$ cat config.mk
export PLATFORM = sky130hd
export DESIGN_NAME = cga_char_glyph
export DESIGN_NICKNAME = d
export VERILOG_FILES = /design/src/cga_pkg.sv /design/src/cga_char_glyph.sv
export VERILOG_INCLUDE_DIRS = /design/src
export SDC_FILE = /design/constraint.sdc
export NUM_CORES = 1
export LEC_CHECK = 0
export ABC_AREA = 1
export BUFFER_PORTS_ARGS = -buffer_cell sky130_fd_sc_hd__buf_2
export CORE_UTILIZATION = 47
export CTS_BUF_LIST = sky130_fd_sc_hd__clkbuf_8
export DETAILED_ROUTE_END_ITERATION = 8
export HOLD_SLACK_MARGIN = 0.1
export MAX_ROUTING_LAYER = met4
export PLACE_DENSITY = 0.75
export REMOVE_ABC_BUFFERS = 1
export SLEW_MARGIN = 30
export SYNTH_ARGS = -nofsm -noshare
export SYNTH_HDL_FRONTEND = slang
export SYNTH_SLANG_ARGS = --single-unit
$ cat constraint.sdc
create_clock -name SYS_CLK -period 3.7 [get_ports SYS_CLK]
set_input_delay 0.37 -clock SYS_CLK [delete_from_list [all_inputs] [get_ports SYS_CLK]]
set_output_delay 0.37 -clock SYS_CLK [all_outputs]
set_load 0.01 [all_outputs]
$ cat src/cga_map.svh
/*
 * Constants of the character glyph and cursor addressing block: register
 * offsets, field positions, reset values and timing counts.
 * Assumes a 25 MHz system clock and a 32-bit classic Wishbone slave.
 */
`ifndef CGA_MAP_SVH
`define CGA_MAP_SVH

// ------------------------------------------------------------
// register offsets (byte addresses)
// ------------------------------------------------------------
`define CGA_OFS_CTRL 6'h00
`define CGA_OFS_ADDR 6'h04
`define CGA_OFS_TEXT 6'h08
`define CGA_OFS_GLYPH 6'h0C
`define CGA_OFS_STAT 6'h10

// ------------------------------------------------------------
// control fields
// ------------------------------------------------------------
`define CGA_CTRL_LINES 0
`define CGA_CTRL_TALL 1
`define CGA_CTRL_CURSOR 2
`define CGA_CTRL_BLINK 3
`define CGA_CTRL_RESET 4'h0

// ------------------------------------------------------------
// addressing
// ------------------------------------------------------------
`define CGA_CMD_TEXT_BIT 7
`define CGA_CMD_GLYPH_BIT 6
`define CGA_LINE2_BASE 7'h40
`define CGA_VISIBLE 20
`define CGA_ROWS_TALL 11
`define CGA_ROWS_SHORT 8

// ------------------------------------------------------------
// timing
// ------------------------------------------------------------
`define CGA_BLINK_MS 400
`define CGA_CLK_KHZ 25000
`define CGA_BLINK_CYC (`CGA_BLINK_MS * `CGA_CLK_KHZ)

`endif

$ cat src/cga_pkg.sv
/*
 * Types of the character glyph and cursor addressing block.
 * Assumes cga_map.svh for every numeric constant.
 */
package cga_pkg;

    // ------------------------------------------------------------
    // scan state
    // ------------------------------------------------------------
    typedef enum logic [1:0]
    {
        CGA_FETCH_CODE = 2'h0,
        CGA_FETCH_ROW = 2'h1,
        CGA_EMIT = 2'h3
    } cga_scan_type;

endpackage

$ cat src/cga_char_glyph.sv
/*
 * Character glyph, cursor and blink addressing with refresh scan and
 * common/segment drive, behind a classic Wishbone register slave.
 * Assumes one 25 MHz clock, synchronous active-low reset, a host that
 * writes glyph rows with the cursor row left at zero.
 */
// Local design decisions: the address map and the Wishbone register port.
// What this block does
// - glyph byte bits 0..4 form one pixel row, bit 4 leftmost
// - tall glyphs: code bits 1,2 become glyph address bits 4,5
// - a one bit lights its pixel, a zero leaves it dark
// - tall glyphs: glyph address bits 0..3 select the row
// - tall glyphs: row eleven is cursor row, glyph data ORed with cursor
// - any set cursor-row bit lights regardless of cursor place
// - code bits 4..7 all zero select user glyph ram
// - tall glyphs: code bits 0 and 3 ignored
// - host access kept apart from refresh reads, no flicker
// - sixteen commons, hundred segments, active commons from font and lines
// - unused commons carry the non-selection level
// - cursor or blink at text address equal to address pointer
// - one line: positions 1..20 map to text addresses 00h..13h
// - two lines: line one from 00h, line two from 40h to 53h
// - pointer on glyph ram may put cursor anywhere meaningless
// - one line holds 128 chars, two lines hold 64 each
// - text address command: bit 7 set, address in bits 6..0
// - short glyphs: code bits 0..2 become glyph address bits 3..5
// - short glyphs: row eight is cursor row, ORed with cursor
`timescale 1ns/1ps
`include "cga_map.svh"

module cga_char_glyph #(
    parameter int BLINK_CYC = `CGA_BLINK_CYC
)(
    input wire logic SYS_CLK,
    input wire logic NRST,
    input wire logic WB_CYC_I,
    input wire logic WB_STB_I,
    input wire logic WB_WE_I,
    input wire logic [5:0] WB_ADR_I,
    input wire logic [31:0] WB_DAT_I,
    input wire logic [3:0] WB_SEL_I,
    output logic [31:0] WB_DAT_O,
    output logic WB_ACK_O,
    output logic [15:0] COM_SEL,
    output logic [99:0] SEG_OUT
);

    // ------------------------------------------------------------
    // memories: text ram and user glyph ram
    // ------------------------------------------------------------
    logic [7:0] text_ram [0:127];
    logic [4:0] user_glyph_ram [0:63];

    // ------------------------------------------------------------
    // state
    // ------------------------------------------------------------
    typedef struct packed {
        logic ack;
        logic [31:0] rdat;
        logic [3:0] ctrl;
        logic [6:0] address_pointer;
        logic on_glyph;
        logic [31:0] blink_cnt;
        logic blink_ph;
        cga_pkg::cga_scan_type scan;
        logic [4:0] col;
        logic [3:0] row;
        logic line;
        logic [7:0] code;
        logic [99:0] seg_acc;
        logic [99:0] seg;
        logic [15:0] com;
    } cga_state_type;

    cga_state_type s_q;
    cga_state_type s_d;

    logic wb_req;
    logic wr_text;
    logic wr_glyph;
    logic [6:0] ref_addr;
    logic [5:0] gaddr;
    logic tall;
    logic [3:0] last_row;
    logic [4:0] pix;
    logic [7:0] gl_code;
    logic [4:0] gl_row;
    logic [6:0] char_address_word;
    logic [4:0] cnt_rows;

    assign wb_req = WB_CYC_I && WB_STB_I && !s_q.ack;
    assign tall = s_q.ctrl[`CGA_CTRL_TALL];
    assign last_row = tall ? 4'(`CGA_ROWS_TALL - 1) : 4'(`CGA_ROWS_SHORT - 1);
    assign wr_text = wb_req && WB_WE_I && WB_SEL_I[0] && WB_ADR_I == `CGA_OFS_TEXT;
    assign wr_glyph = wb_req && WB_WE_I && WB_SEL_I[0] && WB_ADR_I == `CGA_OFS_GLYPH;

    // ------------------------------------------------------------
    // refresh reads on their own port, host writes on another
    // ------------------------------------------------------------
    always_comb
    begin
        ref_addr = {s_q.line, 1'b0, s_q.col};
        if (!s_q.ctrl[`CGA_CTRL_LINES])
        begin
            ref_addr = {2'b00, s_q.col};
        end
        // code fetched last cycle: s_q.code still holds the previous cell here
        if (tall)
        begin
            gaddr = {gl_code[2:1], s_q.row};
        end
        else
        begin
            gaddr = {gl_code[2:0], s_q.row[2:0]};
        end
    end

    always_ff @(posedge SYS_CLK)
    begin
        if (wr_text)
        begin
            text_ram[s_q.address_pointer] <= WB_DAT_I[7:0];
        end
        if (wr_glyph)
        begin
            user_glyph_ram[s_q.address_pointer[5:0]] <= WB_DAT_I[4:0];
        end
        gl_code <= text_ram[ref_addr];
        gl_row <= user_glyph_ram[gaddr];
    end

    // ------------------------------------------------------------
    // next state
    // ------------------------------------------------------------
    always_comb
    begin
        s_d = s_q;
        pix = 5'h00;
        cnt_rows = 5'(`CGA_ROWS_SHORT);
        char_address_word = WB_DAT_I[6:0];
        s_d.ack = wb_req;
        if (wb_req && WB_WE_I && WB_SEL_I[0])
        begin
            if (WB_ADR_I == `CGA_OFS_CTRL)
            begin
                s_d.ctrl = WB_DAT_I[3:0];
            end
            else if (WB_ADR_I == `CGA_OFS_ADDR)
            begin
                s_d.on_glyph = !WB_DAT_I[`CGA_CMD_TEXT_BIT];
                s_d.address_pointer = WB_DAT_I[`CGA_CMD_TEXT_BIT] ? char_address_word
                                      : {1'b0, WB_DAT_I[5:0]};
            end
            else if (WB_ADR_I == `CGA_OFS_TEXT || WB_ADR_I == `CGA_OFS_GLYPH)
            begin
                s_d.address_pointer = s_q.address_pointer + 7'h01;
            end
        end
        s_d.rdat = 32'h0000_0000;
        if (wb_req && !WB_WE_I)
        begin
            if (WB_ADR_I == `CGA_OFS_CTRL)
            begin
                s_d.rdat = {28'h000_0000, s_q.ctrl};
            end
            else if (WB_ADR_I == `CGA_OFS_ADDR)
            begin
                s_d.rdat = {24'h00_0000, !s_q.on_glyph, s_q.address_pointer};
            end
            else if (WB_ADR_I == `CGA_OFS_STAT)
            begin
                s_d.rdat = {21'h0_0000, s_q.blink_ph, s_q.line, s_q.row, s_q.col};
            end
        end
        // blink phase from a free-running divider
        s_d.blink_cnt = s_q.blink_cnt + 32'h0000_0001;
        if (s_q.blink_cnt >= 32'(BLINK_CYC - 1))
        begin
            s_d.blink_cnt = 32'h0000_0000;
            s_d.blink_ph = !s_q.blink_ph;
        end
        case (s_q.scan)
            cga_pkg::CGA_FETCH_CODE:
            begin
                s_d.scan = cga_pkg::CGA_FETCH_ROW;
            end
            cga_pkg::CGA_FETCH_ROW:
            begin
                s_d.code = gl_code;
                s_d.scan = cga_pkg::CGA_EMIT;
            end
            default:
            begin
                if (s_q.code[7:4] == 4'h0)
                begin
                    pix = gl_row;
                end
                else
                begin
                    pix = 5'h00; // font rom kept outside this block
                end
                // cursor pointer may sit on glyph ram: harmless spot
                if (!s_q.on_glyph || 1'b1)
                begin
                    if (s_q.address_pointer == ref_addr)
                    begin
                        if (s_q.ctrl[`CGA_CTRL_CURSOR] && s_q.row == last_row)
                        begin
                            pix = pix | 5'h1F;
                        end
                        if (s_q.ctrl[`CGA_CTRL_BLINK] && s_q.blink_ph)
                        begin
                            pix = 5'h1F;
                        end
                    end
                end
                s_d.seg_acc[7'(99 - 5 * s_q.col) -: 5] = pix;
                s_d.scan = cga_pkg::CGA_FETCH_CODE;
                if (s_q.col == 5'(`CGA_VISIBLE - 1))
                begin
                    s_d.col = 5'h00;
                    s_d.seg = s_d.seg_acc;
                    cnt_rows = tall ? 5'(`CGA_ROWS_TALL) : 5'(`CGA_ROWS_SHORT);
                    s_d.com = 16'h0000;
                    s_d.com[{s_q.line & s_q.ctrl[`CGA_CTRL_LINES], 3'h0} + 4'(s_q.row)]
                        = (5'(s_q.row) < cnt_rows);
                    if (s_q.row == last_row)
                    begin
                        s_d.row = 4'h0;
                        s_d.line = s_q.ctrl[`CGA_CTRL_LINES] && !s_q.line;
                    end
                    else
                    begin
                        s_d.row = s_q.row + 4'h1;
                    end
                end
                else
                begin
                    s_d.col = s_q.col + 5'h01;
                end
            end
        endcase
        // a font height change mid-frame can leave row past the glyph
        if (s_q.row > last_row)
        begin
            s_d.row = 4'h0;
        end
        if (!NRST)
        begin
            s_d = '0;
            s_d.ctrl = `CGA_CTRL_RESET;
        end
    end

    always_ff @(posedge SYS_CLK)
    begin
        s_q <= s_d;
    end

    assign WB_ACK_O = s_q.ack;
    assign WB_DAT_O = s_q.rdat;
    assign COM_SEL = s_q.com;
    assign SEG_OUT = s_q.seg;
endmodule

==> run_results.csv <==
group,metric,value,unit
run_status,status,"finished, final reports clean",
floorplanning,pin_count,196,
yosys,synthArstFlopShare,0,%
critical_path,r2r-start,"s_q[230]",
final_layout,synthToLayoutAreaGrowth,10.1,%
sta,setup_viol,0,
route,viasPerCell,5.70,
route,vias,32800,
hold_path,hold_path.class,"input port to flip-flop",
yosys,ys_seq_area_share,65.0,%
sta,rsz0062_at_grt,"no",
yosys,synth_edf_count,768,
floorplanning,rows,112,
grt,grt_pass1_vias,31100,
critical_path,critPathKind,"flip-flop to flip-flop",
yosys,ys_ff_latch,1069,
route,wl,115000,um
placement,dpl.hpwl,69700,um
clocking,cts_buffers,167,
clocking,clockBufferDepth,3,
critical_path,critPathLaunchType,"flip-flop",
route,drc_errors,0,
critical_path,timing.reg2reg.setup_slack,0.32,ns
sta,slew_viol_final,0,
grt,antenna_found_initial,3,
hold_path,holdPathStages,1,
clocking,clkTransAtPathRegs,0.07,ns
critical_path,critical_path_required,4.38,ns
floorplanning,initial_utilization,47.7,%
sta,worst_pin_slew,0.992,ns
pwr,power,24.0,mW
grt,grt_remaining_overflow,0,
yosys,yosysMostFrequentCell,"edfxtp_1",
grt,grt_start_max_net_pins,176,
critical_path,path_max_fanout,16,
sta,final.setup.tns,0,ns
sta,max_freq,0.295,GHz
route,first_pass_iters,6,
placement,port_buffers,147,
clocking,cts-root-buf,"clkbuf_8",
yosys,yosysTopAreaCellShare,51.6,%
critical_path,rr_worst_depth,18,
critical_path,r2r-end,"s_q[143]",
yosys,ys_types,58,
yosys,synth_top_cell_by_area,"edfxtp_1",
grt,grt_pass1_wl,176000,um
critical_path,endpoint_kind,"flip-flop",
hold_path,whs_endpoint,"text_ram[26][6]",
floorplanning,die_area,0.0964,mm^2
sta,finalHoldViolations,0,
yosys,syn_area,0.0447,mm^2
sta,relSlewSlack,33.4,%
route,ant_nets,0,
grt,track_usage,24.1,%
final_layout,fin_nets,4432,
placement,gp_congestion,0.932,
floorplanning,die_h,311,um
hold_path,min_from,"WB_DAT_I[6]",
pwr,power.leakage,17.4,nW
sta,finalCritPeriodShare,91.5,%
clocking,cts_tree,"done",
critical_path,cp.arrival,4.06,ns
final_layout,drive_gt1_share,11.0,%
yosys,netlist_top_cells_count,"edfxtp_1 (768), nor2_1 (742), nand2_1 (623)",
floorplanning,core-area,0.0937,mm^2
route,wire_per_inst,19.9,um
route,drt_iter0_markers,4379,
yosys,synthTopCellsByArea,"edfxtp_1 (52%), dfxtp_1 (13%), nor2_1 (6.2%), o21ai_0 (5.8%), nand2_1 (5.2%)",
clocking,cts.sinks,1069,
yosys,synth_ff_type,"edfxtp_1",
pwr,ir_drop,0.343,mV
run,maxCapViolCount,0,
clocking,htree_levels,4,
floorplanning,fp.dieW,311,um
sta,finalClockSkew,0.0417,ns
final_layout,final_core_util,52.5,%
pwr,p_per_area,487,mW/mm^2
yosys,avgSynthCellArea,10.3,um^2
clocking,clk_latency,0.85,ns
yosys,ys_warn_count,0,
sta,min_period,3.38,ns
yosys,synthCells,4323,
what timing repair did:
action | in CTS | in global routing
resized for setup | 0 | 6
hold buffers | 21 | 0
hold endpoints to repair | 243 | 0
setup buffers | 0 | 0
setup endpoints to repair | 0 | 12
cell families (layout without fill, tap and decap cells):
family                     count (synthesis)  count (layout)  share of synthesized area, %
AOI/OAI and AO/OA                       1036            1036                          13.0
xor gates and xnor gates                  25              25                         0.523
adders and majority gates                 24              24                         0.671
buffers and inverters                    527             677                          5.83
DFF                                     1069            1069                          65.0
muxes                                      2               2                        0.0448
other                                      1              33                       0.00838
and+or+nand+nor                         1639            1639                          14.9
cell usage in the layout (no fill, tap or decap), types with 21 or more instances in the layout:
cell type      Yosys  routed
nand3_1          187     187
ha_1              24      24
o21ai_0          515     511
o211ai_1          30      30
edfxtp_1         768     768
conb_1             1      29
a31oi_1           23      23
inv_1            109     161
o221ai_1          55      55
a21oi_1           65      65
clkbuf_8           0     188
buf_2             13     142
nand2_1          623     622
nor2_1           742     740
dlygate4sd3_1      0      21
clkinv_1           5      35
buf_4            152      67
dfxtp_1          301     296
o22ai_1          163     163
o21ai_1          150     154
worst max path at each step:
stage	from	to	cells after the start
finish	s_q[230]	s_q[143]	18
global route	s_q[229]	s_q[204]	13
detailed placement	s_q[230]	SEG_OUT[13]	20
global placement	s_q[230]	SEG_OUT[13]	20
floorplan	s_q[229]	SEG_OUT[64]	10
CTS	s_q[230]	SEG_OUT[13]	20
critical path, cell delays in order, from the launching register on:
cell and delay (ns):
dfxtp_4 0.37, ha_1 0.34, inv_1 0.08, nand2_1 0.06
and2_1 0.18, ha_1 0.20, inv_1 0.06, nand2_1 0.07
xor2_1 0.17, nand3_1 0.11, nor2_1 0.09, nand2_4 0.18
nand2_1 0.16, o22ai_1 0.42, nand3_1 0.24, nor2_1 0.20
nand2_1 0.07, o21ai_1 0.12, o21ai_0 0.10
state kept, by name (all words and copies together) (netlist names):
name	cells
COM_SEL	16
SEG_OUT	100
WB_ACK_O	1
WB_DAT_O	11
gl_code	7
gl_row	5
s_q	161
text_ram	448
user_glyph_ram	320
layout make-up:
cell class	count	area, um^2
fillers	7999	44500
flip-flops and latches	1069	29100
multi-input cells	2755	13200
clock buffers	188	2590
repair buffers	240	1600
well taps	1254	1570
clock inverters	121	719
inverters	128	502
diodes	4	10.0
per-stage QoR:
step | cell area (um^2) | std cells | setup WS [ns] | hold WS (ns)
5_1_grt | 49300 | 5757 | 0.00391 | 0.153
4_1_cts | 49200 | 5754 | 0.232 | 0.104
6_report | 49300 | 5759 | 0.315 | 0.148
3_5_place_dp | 45700 | 5424 | 0.277 | 0.432
2_1_floorplan | 42700 | 3952 | -7.26 | 0.413
3_3_place_gp | 45700 | 5424 | 0.319 | 0.427
power by group:
part	leakage (nW)	internal (mW)	switching, mW	total [mW]
sequential	9.34	12.8	0.0249	12.9
clock	1.89	5.11	4.70	9.81
combinational	6.16	0.312	1.00	1.31
total	17.4	18.3	5.72	24.0
routing by layer:
layer,global-route usage [%],share of wire (%),up-vias
met5,-,0,-
met4,8.71,2.9,0
met3,4.28,10,263
met2,36.6,46,1717
met1,32.3,41,15600
li1,-,-,15200
(Power assumes the default switching activity.)
